### src/include/failover_wd_consts.svh
// Constants for the upstream failover watchdog: offsets, fields, counts.
// Assumes a 250 MHz core clock and a plain strobe register port.
`ifndef FAILOVER_WD_CONSTS_SVH
`define FAILOVER_WD_CONSTS_SVH

`define WD_CLK_MHZ          250
`define WD_TICK_US          1
`define WD_TICK_CYCLES      (`WD_CLK_MHZ * `WD_TICK_US)
`define WD_COUNT_W          32
`define WD_ADDR_W           4

`define WD_OFS_CONTROL      4'h0
`define WD_OFS_WATCHDOG     4'h4
`define WD_OFS_STATUS       4'h8
`define WD_OFS_IRQ_MASK     4'hC

`define WD_CTL_TIMER_EN_BIT 0
`define WD_STS_CUR_UP_BIT   0
`define WD_STS_CHANGE_BIT   1
`define WD_STS_BUSY_BIT     2
`define WD_STS_MODE_BIT     3

`define WD_IRQ_W            2
`define WD_IRQ_CHANGE_BIT   0
`define WD_IRQ_EXPIRE_BIT   1

`define WD_RST_COUNT        32'h0000_0000
`define WD_RST_MASK         2'h0
`define WD_PORT_A           1'b0
`define WD_PORT_B           1'b1

`endif

### src/include/failover_wd_pkg.sv
// Types for the upstream failover watchdog.
// Assumes failover_wd_consts.svh is on the include path.
`include "failover_wd_consts.svh"
`default_nettype none
package failover_wd_pkg;
  typedef enum logic [1:0] {FoIdle, FoDetect, FoSwap, FoTrain} fo_state_t;
  typedef enum logic [1:0] {TrigNone, TrigWatchdog, TrigOther} trig_t;
endpackage : failover_wd_pkg
`default_nettype wire

### src/logic/us_tick_div.sv
// One-microsecond tick divider for the watchdog countdown.
// Assumes clk at the rate given by WD_CLK_MHZ; tick is a one-cycle pulse.
`include "failover_wd_consts.svh"
`default_nettype none
module us_tick_div (
  input  wire logic clk,
  input  wire logic rst_n,
  output var  logic tick
);
  typedef struct packed {
    logic [7:0] cnt;
    logic       tick;
  } div_st_t;

  localparam logic [7:0] LastCnt = 8'(`WD_TICK_CYCLES - 1);

  div_st_t st_r;
  div_st_t st_nxt;

  always_comb begin
    st_nxt = st_r;
    st_nxt.tick = 1'b0;
    if (st_r.cnt == LastCnt) begin
      st_nxt.cnt = 8'h00;
      st_nxt.tick = 1'b1;
    end else begin
      st_nxt.cnt = st_r.cnt + 8'h01;
    end
  end

  always_ff @(posedge clk or negedge rst_n) begin
    if (!rst_n) begin
      st_r <= '0;
    end else begin
      st_r <= st_nxt;
    end
  end

  assign tick = st_r.tick;

  a_tick_spacing: assert property (@(posedge clk) disable iff (!rst_n)
    tick |=> !tick [*8])
    else $error("tick repeated too soon");
endmodule : us_tick_div
`default_nettype wire

### src/logic/upstream_failover_watchdog.sv
// Upstream failover watchdog: countdown, failover sequencer, registers.
// Assumes a 250 MHz clk, rst_n as fundamental reset, hotReset as a level
// from the switch core, and registers on a plain strobe port.
//
// Implementation choices: the address-and-strobe port and the address map.
`include "failover_wd_consts.svh"
`default_nettype none
// Summary of operation
// - Watchdog failover on count one-to-zero, with enable and failover mode.
// - A non-zero count drops by exactly one per microsecond tick.
// - At zero the count stops and stays at zero.
// - Software writes to the count take effect at once and rearm.
// - Hot reset neither clears nor pauses a running countdown.
// - New upstream port is the one not currently upstream.
// - At zero no further watchdog failover until a non-zero load.
// - Count width gives more than one hour at one microsecond steps.
// - Same-type failover during one in progress is dropped.
// - Other-type failover during one in progress runs afterwards.
// - Each failover sets a sticky change flag kept across hot reset.
// - Failover forces Detect and DL_Down, flushes, swaps lanes, retrains.
module upstream_failover_watchdog
  import failover_wd_pkg::*;
(
  input  wire logic                   clk,
  input  wire logic                   rst_n,
  input  wire logic                   hotReset,
  input  wire logic                   failoverMode,
  input  wire logic                   initialUpstream,
  input  wire logic                   otherFailoverReq,
  input  wire logic                   trainDone,
  input  wire logic [`WD_ADDR_W-1:0]  regAddr,
  input  wire logic [31:0]            regWdata,
  input  wire logic                   regWr,
  input  wire logic                   regRd,
  output var  logic [31:0]            regRdata,
  output var  logic                   failoverReq,
  output var  logic                   currentUpstreamSelect,
  output var  logic                   forceDetect,
  output var  logic                   dlDown,
  output var  logic                   flushQueues,
  output var  logic                   laneSwap,
  output var  logic                   startTraining,
  output var  logic                   irq
);
  typedef struct packed {
    logic [`WD_COUNT_W-1:0] count;
    logic                   timerFailoverEnable;
    logic                   curUp;
    logic                   upstreamChangeFlag;
    logic [`WD_IRQ_W-1:0]   irqStatus;
    logic [`WD_IRQ_W-1:0]   irqMask;
    fo_state_t              foState;
    trig_t                  activeTrig;
    logic                   pendingOther;
    logic                   pendingWd;
    logic                   strapped;
    logic [31:0]            rdata;
    logic                   failoverReq;
    logic                   forceDetect;
    logic                   dlDown;
    logic                   flushQueues;
    logic                   laneSwap;
    logic                   startTraining;
    logic                   irq;
  } wd_st_t;

  wd_st_t st_r;
  wd_st_t st_nxt;
  logic   tick;

  us_tick_div u_tick (
    .clk   (clk),
    .rst_n (rst_n),
    .tick  (tick)
  );

  logic wrCount;
  logic wdFire;
  logic startWd;
  logic startOther;
  logic [`WD_IRQ_W-1:0] irqSet;

  // Hot reset is deliberately not used here: all of this state survives it.
  always_comb begin
    st_nxt = st_r;
    st_nxt.failoverReq = 1'b0;
    st_nxt.laneSwap = 1'b0;
    st_nxt.startTraining = 1'b0;
    irqSet = '0;
    startWd = 1'b0;
    startOther = 1'b0;
    wrCount = regWr && (regAddr == `WD_OFS_WATCHDOG);

    // Strap the initial upstream port once after fundamental reset release
    if (!st_r.strapped) begin
      st_nxt.strapped = 1'b1;
      st_nxt.curUp = initialUpstream;
    end

    // Countdown: a write wins over the tick
    wdFire = 1'b0;
    if (wrCount) begin
      st_nxt.count = regWdata;
    end else if (tick && (st_r.count != '0)) begin
      st_nxt.count = st_r.count - `WD_COUNT_W'(1);
      if (st_r.count == `WD_COUNT_W'(1)) begin
        wdFire = st_r.timerFailoverEnable && failoverMode;
        irqSet[`WD_IRQ_EXPIRE_BIT] = 1'b1;
      end
    end  // Zero holds: only a write updates it

    if (regWr && (regAddr == `WD_OFS_CONTROL)) begin
      st_nxt.timerFailoverEnable = regWdata[`WD_CTL_TIMER_EN_BIT];
    end
    if (regWr && (regAddr == `WD_OFS_IRQ_MASK)) begin
      st_nxt.irqMask = regWdata[`WD_IRQ_W-1:0];
    end

    // Failover sequencer
    case (st_r.foState)
      FoIdle: begin
        // An expiry held during an other-type failover starts here
        if (wdFire || st_r.pendingWd) begin
          startWd = 1'b1;
        end else if (st_r.pendingOther ||
                     (otherFailoverReq && failoverMode)) begin
          startOther = 1'b1;
        end
        if (startWd && otherFailoverReq && failoverMode) begin
          st_nxt.pendingOther = 1'b1;
        end
      end
      FoDetect: begin
        st_nxt.laneSwap = 1'b1;
        st_nxt.curUp = ~st_r.curUp;
        st_nxt.foState = FoSwap;
      end
      FoSwap: begin
        st_nxt.startTraining = 1'b1;
        st_nxt.forceDetect = 1'b0;
        st_nxt.dlDown = 1'b0;
        st_nxt.flushQueues = 1'b0;
        st_nxt.foState = FoTrain;
      end
      FoTrain: begin
        if (trainDone) begin
          st_nxt.foState = FoIdle;
          st_nxt.activeTrig = TrigNone;
        end
      end
      default: st_nxt.foState = FoIdle;
    endcase

    if (st_r.foState != FoIdle) begin
      // Same type dropped, other type queued
      if (otherFailoverReq && failoverMode &&
          st_r.activeTrig == TrigWatchdog) begin
        st_nxt.pendingOther = 1'b1;
      end
      if (wdFire && st_r.activeTrig == TrigOther) begin
        st_nxt.pendingWd = 1'b1;
      end
      // A watchdog fire while a watchdog failover runs is lost
      // Other-type fire during other-type failover is also lost
    end

    if (startWd || startOther) begin
      st_nxt.foState = FoDetect;
      st_nxt.activeTrig = startWd ? TrigWatchdog : TrigOther;
      if (startOther) begin
        st_nxt.pendingOther = 1'b0;
      end
      if (startWd) begin
        st_nxt.pendingWd = 1'b0;
      end
      st_nxt.failoverReq = 1'b1;
      st_nxt.forceDetect = 1'b1;
      st_nxt.dlDown = 1'b1;
      st_nxt.flushQueues = 1'b1;
      irqSet[`WD_IRQ_CHANGE_BIT] = 1'b1;
    end

    // Sticky flag: set wins over a read-clear in the same cycle
    if (regRd && (regAddr == `WD_OFS_STATUS)) begin
      st_nxt.upstreamChangeFlag = 1'b0;
      st_nxt.irqStatus = '0;
    end
    if (startWd || startOther) begin
      st_nxt.upstreamChangeFlag = 1'b1;
    end
    st_nxt.irqStatus = st_nxt.irqStatus | irqSet;

    // Read data, valid the cycle after the strobe
    st_nxt.rdata = 32'h0000_0000;
    if (regRd) begin
      if (regAddr == `WD_OFS_CONTROL) begin
        st_nxt.rdata[`WD_CTL_TIMER_EN_BIT] = st_r.timerFailoverEnable;
      end else if (regAddr == `WD_OFS_WATCHDOG) begin
        st_nxt.rdata = st_r.count;
      end else if (regAddr == `WD_OFS_STATUS) begin
        st_nxt.rdata[`WD_STS_CUR_UP_BIT] = st_r.curUp;
        st_nxt.rdata[`WD_STS_CHANGE_BIT] = st_r.upstreamChangeFlag;
        st_nxt.rdata[`WD_STS_BUSY_BIT] = (st_r.foState != FoIdle);
        st_nxt.rdata[`WD_STS_MODE_BIT] = failoverMode;
        st_nxt.rdata[7:4] = {2'b00, st_r.irqStatus};
      end else if (regAddr == `WD_OFS_IRQ_MASK) begin
        st_nxt.rdata[`WD_IRQ_W-1:0] = st_r.irqMask;
      end
    end

    st_nxt.irq = |(st_nxt.irqStatus & st_nxt.irqMask);
  end

  always_ff @(posedge clk or negedge rst_n) begin
    if (!rst_n) begin
      st_r <= '0;
      st_r.count <= `WD_RST_COUNT;
      st_r.irqMask <= `WD_RST_MASK;
      st_r.foState <= FoIdle;
      st_r.activeTrig <= TrigNone;
    end else begin
      st_r <= st_nxt;
    end
  end

  assign regRdata = st_r.rdata;
  assign failoverReq = st_r.failoverReq;
  assign currentUpstreamSelect = st_r.curUp;
  assign forceDetect = st_r.forceDetect;
  assign dlDown = st_r.dlDown;
  assign flushQueues = st_r.flushQueues;
  assign laneSwap = st_r.laneSwap;
  assign startTraining = st_r.startTraining;
  assign irq = st_r.irq;

  // A 32-bit count of microseconds exceeds 3.6e9 us
  localparam longint unsigned MaxUs = (64'h1 << `WD_COUNT_W) - 1;
  localparam bit WideEnough = (MaxUs > 64'd3600000000);

  a_width_hour: assert property (@(posedge clk) WideEnough)
    else $error("count too narrow for one hour");
  a_count_step: assert property (@(posedge clk) disable iff (!rst_n)
    (tick && !wrCount && st_r.count != '0) |=>
    (st_r.count == $past(st_r.count) - 32'h1))
    else $error("count did not drop by one");
  a_zero_hold: assert property (@(posedge clk) disable iff (!rst_n)
    (st_r.count == '0 && !wrCount) |=> (st_r.count == '0))
    else $error("zero count moved");
  a_write_now: assert property (@(posedge clk) disable iff (!rst_n)
    wrCount |=> (st_r.count == $past(regWdata)))
    else $error("count write not taken");
  a_fire_cause: assert property (@(posedge clk) disable iff (!rst_n)
    (wdFire && st_r.foState == FoIdle) |=> failoverReq)
    else $error("watchdog expiry gave no failover");
  a_fire_gate: assert property (@(posedge clk) disable iff (!rst_n)
    wdFire |-> (st_r.timerFailoverEnable && failoverMode &&
                st_r.count == 32'h1))
    else $error("watchdog fired without its cause");
  a_hot_keep: assert property (@(posedge clk) disable iff (!rst_n)
    (hotReset && tick && !wrCount && st_r.count > 32'h1) |=>
    (st_r.count != '0))
    else $error("hot reset cleared the count");
  a_port_swap: assert property (@(posedge clk) disable iff (!rst_n)
    laneSwap |->
    (currentUpstreamSelect != $past(currentUpstreamSelect)))
    else $error("upstream port not swapped");
  a_flag_set: assert property (@(posedge clk) disable iff (!rst_n)
    failoverReq |-> st_r.upstreamChangeFlag)
    else $error("change flag not set");
  a_seq_order: assert property (@(posedge clk) disable iff (!rst_n)
    failoverReq |-> (forceDetect && dlDown && flushQueues)
                    ##1 laneSwap ##1 startTraining)
    else $error("failover sequence out of order");
  a_no_restart: assert property (@(posedge clk) disable iff (!rst_n)
    (st_r.foState != FoIdle) |=> !failoverReq)
    else $error("failover restarted while busy");
  a_wd_queue: assert property (@(posedge clk) disable iff (!rst_n)
    (wdFire && st_r.foState != FoIdle && st_r.activeTrig == TrigOther)
    |=> st_r.pendingWd)
    else $error("expiry during other failover not held");

  c_wd_failover: cover property (@(posedge clk) disable iff (!rst_n)
    wdFire ##1 failoverReq);
  c_queued: cover property (@(posedge clk) disable iff (!rst_n)
    st_r.pendingOther ##[1:20] startOther);
  c_wd_queued: cover property (@(posedge clk) disable iff (!rst_n)
    st_r.pendingWd ##[1:400] startWd);
  c_rearm: cover property (@(posedge clk) disable iff (!rst_n)
    (st_r.count == '0) ##1 wrCount);
endmodule : upstream_failover_watchdog
`default_nettype wire

### config.mk
export PLATFORM = sky130hd
export DESIGN_NAME = upstream_failover_watchdog
export DESIGN_NICKNAME = d
export VERILOG_FILES = /design/src/include/failover_wd_pkg.sv /design/src/logic/us_tick_div.sv /design/src/logic/upstream_failover_watchdog.sv
export VERILOG_INCLUDE_DIRS = /design/src /design/src/include
export SDC_FILE = /design/constraint.sdc
export NUM_CORES = 1
export LEC_CHECK = 0
export ABC_AREA = 1
export BUFFER_PORTS_ARGS = -buffer_cell sky130_fd_sc_hd__clkbuf_2
export CORE_AREA = 2 2 115 117
export CTS_CLUSTER_DIAMETER = 120
export DETAILED_ROUTE_END_ITERATION = 6
export DIE_AREA = 0 0 117 119
export RECOVER_POWER = 100
export SYNTH_ARGS = -nofsm -noshare
export SYNTH_HDL_FRONTEND = slang
export SYNTH_SLANG_ARGS = --single-unit
### constraint.sdc
create_clock -name clk -period 2.5 [get_ports clk]
set_input_delay 0.375 -clock clk [delete_from_list [all_inputs] [get_ports clk]]
set_output_delay 0.375 -clock clk [all_outputs]
set_load 0.01 [all_outputs]
# Word level (Yosys, flattened, before mapping)
# Cells that the tools add are included.
[classes]
add_sub_neg = 2
n_eq_ne = 12
n_mux = 46
bitwise_logic = 3
reduce_logical = 27
[ops]
columns = ["operator", "n"]
rows = [
  ["32-bit 2-to-1 mux", 3],
  ["32-bit by 1-bit equality test with 1-bit output (second input constant)", 1],
  ["32-bit nonzero test", 1],
  ["32-bit by 1-bit subtractor with 32-bit output (second input constant)", 1],
  ["31-bit 2-to-1 mux", 1],
  ["1-bit 2-to-1 mux", 26],
  ["24-bit 2-to-1 mux", 1],
  ["8-bit 2-to-1 mux", 2],
  ["2-bit 2-to-1 mux", 6],
  ["4-bit 2-to-1 mux", 3],
  ["2-bit nonzero test", 6],
  ["1-bit logical AND", 11],
  ["8-bit by 1-bit adder with 8-bit output (second input constant)", 1],
  ["4-bit equality test (second input constant)", 2],
  ["8-bit equality test (second input constant)", 1],
  ["2-bit equality test (second input constant)", 3],
  ["3-bit 2-to-1 mux", 2],
  ["6-bit 2-to-1 mux", 1],
  ["2-bit case mux with 3 select lines", 1],
  ["2-bit by 1-bit equality test with 1-bit output (second input constant)", 2],
  ["4-bit by 3-bit equality test with 1-bit output (second input constant)", 1],
  ["4-bit zero test", 1],
  ["2-bit AND reduction", 2],
  ["4-bit nonzero test", 1],
  ["other kinds (8)", 10],
]
[totals]
reg_bits = 94
in_bits = 45
out_inout_bits = 40
elab_cells = 111

# Logic depth before layout (Yosys ltp)
# Gate-level depths: netlist (run 1).
[logic_depth]
depth_word = 15
mapped_depth = 13
ltp_nobuf = 13

# By module
# Synthesis (run 1) repeated with hierarchy kept, for this count alone.
[hier_totals]
hier_cells = 596
area_unflattened_um2 = 4988.5
[by_module_without_submodules]
columns = ["mod", "n_inst", "cells_each", "area_per_inst_um2"]
rows = [
  ["upstream_failover_watchdog", 1, 545, 4540.6],
  ["us_tick_div", 1, 51, 447.9],
]

# Worst setup path before layout (run 1)
# Ideal clock, no wire load.
[synth_timing]
path_kind = "register to register"
startpoint = "register st_r[53] (netlist bit)"
endpoint = "register st_r[83] (netlist bit)"
setup_time_ns = 0.127
t_arrival_ns = 1.632
t_required_ns = 2.373
path_slack_ns = 0.742
stages_incl_launch_ff = 12
n_path_buf = 0
synth_period_minus_slack_ns = 1.758
path_cell_list = "dfrtp_1 -> inv_1 -> ha_1 -> nand2_2 -> nor2_2 -> nand3_2 -> nor2_4 -> nand2_1 -> nand2_1 -> nand3_1 -> o211ai_1 -> o21ai_1"
[synth_between]
elab_chain_len = 3
elab_cells_between_ends = 6
classes_between = "1 x add/sub; 2 x mux; 3 x reduce/logical"
[synth_lines]
columns = ["element", "line_no", "text"]
rows = [
  ["start, declared", "upstream_failover_watchdog.sv:67", "wd_st_t st_r;"],
  ["start signal, assigned", "upstream_failover_watchdog.sv:222", "st_r <= st_nxt;"],
  ["32-bit by 1-bit subtractor with 32-bit output / 32-bit nonzero test (equally long branches)", "upstream_failover_watchdog.sv:105, upstream_failover_watchdog.sv:104", ""],
  ["32-bit 2-to-1 mux / 1-bit logical AND (equally long branches)", "upstream_failover_watchdog.sv:104", "end else if (tick && (st_r.count != '0)) begin"],
  ["32-bit 2-to-1 mux / 2-bit nonzero test (equally long branches)", "--", ""],
]
# Several ways; a longest one is shown, not always the timed one. The select of a mux whose other input is x is not followed.
# A chain may end at the register's enable or synchronous reset.

# Worst setup path in the final report (run 1)
[layout_timing]
startpoint = "register st_r[53] (netlist bit)"
endpoint = "register st_r[71] (netlist bit)"
# Same word-level chain as after synthesis.

==> out/metrics.cfg, run 1 <==
[outcome]
status=complete, no violations

[worst_setup_path]
critical_path.reg2reg.startpoint=st_r[53]$_DFFE_PN0P_
timing.critical_path.arrival_ns=2.49
criticalPathCategory=flip-flop to flip-flop
most_common_cell_on_crit_path=nor2_1
worstReg2RegEnd=st_r[71]$_DFFE_PN0P_
max_stage_delay_ns=0.38
timing.critical_path.required_ns=2.74
critical-path-top-delay-family=simple AND/OR/NAND/NOR gates
worst-path-max-fanout=8
regToRegSetupSlack_ns=0.25
cp-end-kind=flip-flop
worst_setup_path_start_kind=flip-flop
cp_num_buf_inv=2
cpMaxStageDelayCell=dfrtp_1
cp_cell_sequence=inv_1 > ha_1 > nand2_2 > nor2_1 > nand2_2 > nor2_1 > nor2_1 > clkbuf_1 > a211oi_1 > nor2_1
rr_worst_depth=10

[die]
dieWidth_um=117
row_count=42
fp.dieArea_um2=13900
ioPinCount=85
floorplan.die.height_um=119
core_um2=12900
floorplan.initialDensity_pct=38.3

[synth]
mappedNetlistNets=651
total_of_warnings_raised_by_yosys=0
synth_cell_type_count=42
number_of_synthesized_flops_with_an_enable_pin=0
synthesis.instances=601
post_synthesis_cell_area_um2=4930
synth_ff_type=dfrtp_1
synth_area_per_cell_um2=8.20
asyncSetResetFlopFracSynth_pct=100
postSynthRegisterBits=92
share_of_the_yosys_chip_area_belonging_to_registers_pct=46.7

[layout]
layout.cells.most_common_list=nor2_1 (92), dfrtp_1 (92), nand2_1 (91)
fin_util_pct=43.1
filler_cell_count=1365
total_nets_final=706
areaGrowthSynthToFinish_pct=12.6
insertedDiodeCount=0
layout-drive-gt1-share_pct=13.6
layoutNonFillerInstCount=837

[clocking]
numCtsBuffers=9
cts_tree=done
cts_buffer_depth=2
worst_setup_hold_path_clk_slew_ns=0.06
cts_htree_levels=3
cts_hold_buffers=0
gates_resized_cts_repair=0
cts_root_buffer=clkbuf_16
tritoncts_num_sinks=92
clock_insertion_delay_worst_skew_ns=0.35
post-cts-setup-buffer-count=0

[power]
power-per-cell-area_nw_per_um2=778
static-leakage-power_uw=0.00258
max-vdd-ir-drop_mv=0.401
power_total_uw=4320

[sta]
timing_worst_slew_pin_value_ns=1.41
fin_skew_ns=0.00449
final_max_slew_viol_count=0
clock.fmax_mhz=444
fin_setup_tns_ns=0
max-slew-margin-rel_pct=6.01
setup_repair_after_global_routing_missed_its_margin=false
final-hold-violation-count=0
post-route-min-period_ns=2.25
timing.final.crit_share_pct=90.1
timing.final.setup_violations=0

[run]
max_cap_violations=0

[global_route]
global_route_total_overflow=0
first_global_vias=3869
global_route_usage_over_all_layers_pct=17.7
antenna_found_initial=0
grt_first_pass_wirelength_mm=19.3
grt_start_max_net_pins=56

[route]
wire_per_inst_um=14.0
num_vias=4080
drt_iter0_markers=283
detailedRoute.firstPassIterationCount=5
drt.antenna.violating_nets=0
route.detailed.vias_per_inst=4.87
route.final.wire_length_mm=11.7
drc=0

[placed_design]
place_congestion=0.916
post-place-cells=821
place_hpwl_mm=8.66
port-buffer-count=83

[min_path]
timing.hold.worst.start=regWdata[6]
min_path_cells=3
timing.hold.worst_endpoint=st_r[59]$_DFFE_PN0P_
hold_path_class=input port to flip-flop

[worst max path at each step]
stage / startpoint / end / slack (ns) / cells after the start
global route: st_r[53]$_DFFE_PN0P_ / irq$_DFF_PN0_ / 0.05 / 13
CTS: st_r[53]$_DFFE_PN0P_ / st_r[80]$_DFFE_PN0P_ / 0.29 / 10
global placement: st_r[53]$_DFFE_PN0P_ / st_r[75]$_DFFE_PN0P_ / 0.37 / 10
detailed placement: st_r[53]$_DFFE_PN0P_ / st_r[80]$_DFFE_PN0P_ / 0.31 / 10
finish: st_r[53]$_DFFE_PN0P_ / st_r[71]$_DFFE_PN0P_ / 0.25 / 10
floorplan: st_r[53]$_DFFE_PN0P_ / st_r[83]$_DFFE_PN0P_ / 0.74 / 11
[routing by layer]
metal	track usage (%)	vias up	wire (um)
li1	-	2037	-
met1	24.8	1935	5690
met4	5.15	0	165
met2	27.2	95	5370
met5	0	-	0
met3	4.48	13	461
[cells by family after synthesis]
logic type | count (synthesis) | share of synthesized area, %
and+or+nand+nor | 277 | 26.1
buffers and inverters | 119 | 12.0
AOI/OAI and AO/OA | 93 | 11.3
DFF | 92 | 46.7
xor gates and xnor gates | 13 | 2.31
adders and majority gates | 5 | 1.27
other | 1 | 0.0761
muxes | 1 | 0.228
[through the flow]
step | setup slack, ns | area (um2) | hold WS, ns
3_3_place_gp | 0.367 | 5330 | 0.471
4_1_cts | 0.288 | 5680 | 0.106
6_report | 0.248 | 5550 | 0.243
2_1_floorplan | 0.742 | 4930 | 0.0794
5_1_grt | 0.0462 | 5550 | 0.251
3_5_place_dp | 0.312 | 5330 | 0.478
[area by class of cell]
type / count / area, um2 / area share, %
flip-flops and latches: 92 / 2300 / 41.5
multi-input cells: 390 / 1990 / 35.9
repair buffers: 94 / 427 / 7.69
inverters: 69 / 259 / 4.67
clock buffers: 10 / 239 / 4.30
well taps: 176 / 220 / 3.97
clock inverters: 6 / 111 / 2.01
[power by group]
group | leakage, uW | internal [uW] | switching (uW)
Sequential | 0.00120 | 1680 | 171
Combinational | 0.00121 | 295 | 578
Clock | 0.000169 | 1000 | 589
[worst register-to-register path: cells and delay by family, from the launching register on]
family / cells / cell delay, ns
compound gates: 1 / 0.23
fa+ha+maj: 1 / 0.22
buf+inv: 2 / 0.43
flops: 1 / 0.38
simple gates: 6 / 0.88
[Yosys cell counts (all sizes together) (2+ instances only)]
| library cell | number | area [um2] |
|---|---|---|
| nand2 | 99 | 402 |
| nor2 | 99 | 445 |
| dfrtp | 92 | 2300 |
| inv | 68 | 255 |
| buf | 46 | 319 |
| o21ai | 45 | 236 |
| nand3 | 42 | 225 |
| nor3 | 27 | 135 |
| a21oi | 16 | 80.1 |
| o22ai | 12 | 75.1 |
| xor2 | 12 | 105 |
| nand4 | 8 | 65.1 |
| o211ai | 7 | 52.6 |
| ha | 5 | 62.6 |
| clkbuf | 4 | 15.0 |
| o311ai | 3 | 26.3 |
| o31ai | 3 | 22.5 |
| a31oi | 2 | 12.5 |
[state kept, by name, summed over array words and instances (netlist names)]
name,cells
failoverReq,1
laneSwap,1
u_tick.tick,1
regRdata,32
currentUpstreamSelect,1
irq,1
u_tick.st_r,8
startTraining,1
forceDetect,1
st_r,45
No activity file was read; power rests on OpenSTA's default activity.
==> run 2: changes to the inputs <==
Settings changed: HOLD_SLACK_MARGIN set to 0.12.
Clock period 2.5 ns to 2.4 ns, I/O delays scaled along.
==> run 2 against run 1 <==
Largest cell class unchanged. First-iteration DRC count grew 17%. Combinational power grew 6.0%. Critical path depth is the same. Critical path type unchanged.
==> out/metrics.cfg, run 2 (synthesized netlist as in run 1, its figures left out) <==
[route]
drc=0  ; unchanged
detailedRoute.firstPassIterationCount=4  ; -1
wire_per_inst_um=14.0  ; about the same
drt_iter0_markers=330  ; +17%
drt.antenna.violating_nets=0  ; unchanged
route.detailed.vias_per_inst=4.85  ; -0.50%
top_layer_used=met4
num_vias=4074  ; -0.15%
wl_met2_mm=5.54  ; +3.1%
route.final.wire_length_mm=11.7  ; +0.32%
route.met3.wl_um=488  ; +5.9%
wl_met1_mm=5.54  ; -2.7%

[sta]
setup_repair_after_global_routing_missed_its_margin=false
final-hold-violation-count=0  ; unchanged
timing_worst_slew_pin_value_ns=0.798  ; -0.612 ns
timing.final.crit_share_pct=89.2  ; -0.88 points
clock.fmax_mhz=467  ; +5.2%
fin_setup_tns_ns=0  ; unchanged
timing.final.setup_violations=0  ; unchanged
final_max_slew_viol_count=0  ; unchanged
post-route-min-period_ns=2.14  ; -0.111 ns
fin_skew_ns=0.00918  ; +0.00470 ns
max-slew-margin-rel_pct=46.8  ; +41 points
fin_worst_hold_slack_ns=0.250  ; +0.00686 ns

[layout]
layout-drive-gt1-share_pct=13.4  ; -0.21 points
layout_commonest_cell=nand2_1
areaGrowthSynthToFinish_pct=12.5
filler_cell_count=1339  ; -1.9%
regMostFlops=st_r
layout.cells.most_common_list=nand2_1 (94), dfrtp_1 (92), nor2_1 (90)
largest_reg_flops=45  ; unchanged
total_nets_final=709  ; +0.42%
insertedDiodeCount=0  ; unchanged

[clocking]
numCtsBuffers=9  ; unchanged
clock_insertion_delay_worst_skew_ns=0.35  ; about the same
cts_root_buffer=clkbuf_16
cts_htree_levels=3  ; unchanged
worst_setup_hold_path_clk_slew_ns=0.07  ; about the same
cts_buffer_depth=2  ; unchanged
gates_resized_cts_repair=0  ; unchanged
tritoncts_num_sinks=92  ; unchanged
cts_tree=done

[outcome]
status=complete, no violations

[die]
row_count=42  ; unchanged
fp.dieArea_um2=13900  ; unchanged
dieWidth_um=117  ; unchanged
floorplan.initialDensity_pct=38.3  ; unchanged
floorplan.die.height_um=119  ; unchanged
core_um2=12900  ; unchanged
ioPinCount=85  ; unchanged

[power]
max-vdd-ir-drop_mv=0.507  ; +26%
power-per-cell-area_nw_per_um2=773  ; -0.58%
static-leakage-power_uw=0.00260  ; +0.65%

[global_route]
global_route_total_overflow=0  ; unchanged
first_global_vias=3932  ; +1.6%
grt_first_pass_wirelength_mm=19.3  ; -0.22%
antenna_found_initial=0  ; unchanged
global_route_usage_over_all_layers_pct=17.9  ; +0.14 points
grt_start_max_net_pins=45  ; -20%

[worst_setup_path]
cp-end-kind=flip-flop
criticalPathCategory=flip-flop to flip-flop
worst-path-max-fanout=28  ; +20
timing.critical_path.arrival_ns=2.41  ; -0.08 ns
worst_setup_path_start_kind=flip-flop
timing.critical_path.required_ns=2.67  ; -0.07 ns

[placed_design]
place_congestion=0.899  ; -1.8%
port-buffer-count=83  ; unchanged
place_hpwl_mm=8.61  ; -0.52%

[min_path]
hold_path_class=input port to flip-flop

[run]
max_cap_violations=0  ; unchanged

## run 2: metal layers
metal	vias to the layer above	track usage (%)
met5	-	0
met4	0	7.50
met3	13	3.36
met2	92	27.6
met1	1931	24.6
li1	2038	-
## run 2: critical path, stage by stage, from the launching register on
cell and delay (ns):
dfrtp_1 0.36, inv_1 0.06, ha_1 0.21, nand2_2 0.07, nor2_2 0.04, nand2_2 0.11
nor2_8 0.06, o21ai_4 0.54, buf_4 0.33, o21ai_0 0.14, o22ai_1 0.14
## run 2: cell type report
class | instances | area [um2] | area share (%)
clock buffers | 11 | 233 | 4.20
clock inverters | 5 | 61.3 | 1.11
inverters | 69 | 259 | 4.67
multi-input cells | 390 | 1990 | 36.0
flip-flops and latches | 92 | 2300 | 41.5
well taps | 176 | 220 | 3.97
repair buffers | 97 | 473 | 8.53
## run 2: final timing paths
kind | startpoint | endpoint | slack [ns] | depth (start not counted)
worst max register to register | st_r[53]$_DFFE_PN0P_ | st_r[73]$_DFFE_PN0P_ | 0.26 | 10
worst min register to register | st_r[44]$_DFFE_PN0P_ | startTraining$_DFF_PN0_ | 0.49 | 1
max in group asynchronous | rst_n | st_r[40]$_DFF_PN0_ | 0.75 | 3
worst min-delay path | regWdata[5] | st_r[58]$_DFFE_PN0P_ | 0.25 | 3
min in group asynchronous | rst_n | regRdata[8]$_DFF_PN0_ | 0.63 | 2
worst max-delay path | st_r[53]$_DFFE_PN0P_ | st_r[73]$_DFFE_PN0P_ | 0.26 | 10
## run 2: metrics by stage
stage,cell area (um2),total power (uW),utilization (%),setup WS [ns],instances
finish,5540,4290,43.1,0.259,840
global route,5540,4560,43.1,0.0819,840
CTS,5650,4370,43.9,0.254,840
detailed placement,5340,2920,41.5,0.261,823
global placement,5340,2890,41.5,0.276,823
floorplan,4930,2600,-,0.642,601
## run 2: power by group
| part | leakage (uW) | internal [uW] | switching, uW |
|---|---|---|---|
| Clock | 0.000144 | 814 | 617 |
| Combinational | 0.00125 | 321 | 604 |
| Sequential | 0.00120 | 1750 | 179 |
## run 2: timing repair
| item | in CTS | in global routing |
|---|---|---|
| hold endpoints to repair | 26 | 0 |
| setup buffers | 0 | 0 |
| hold buffers | 1 | 0 |
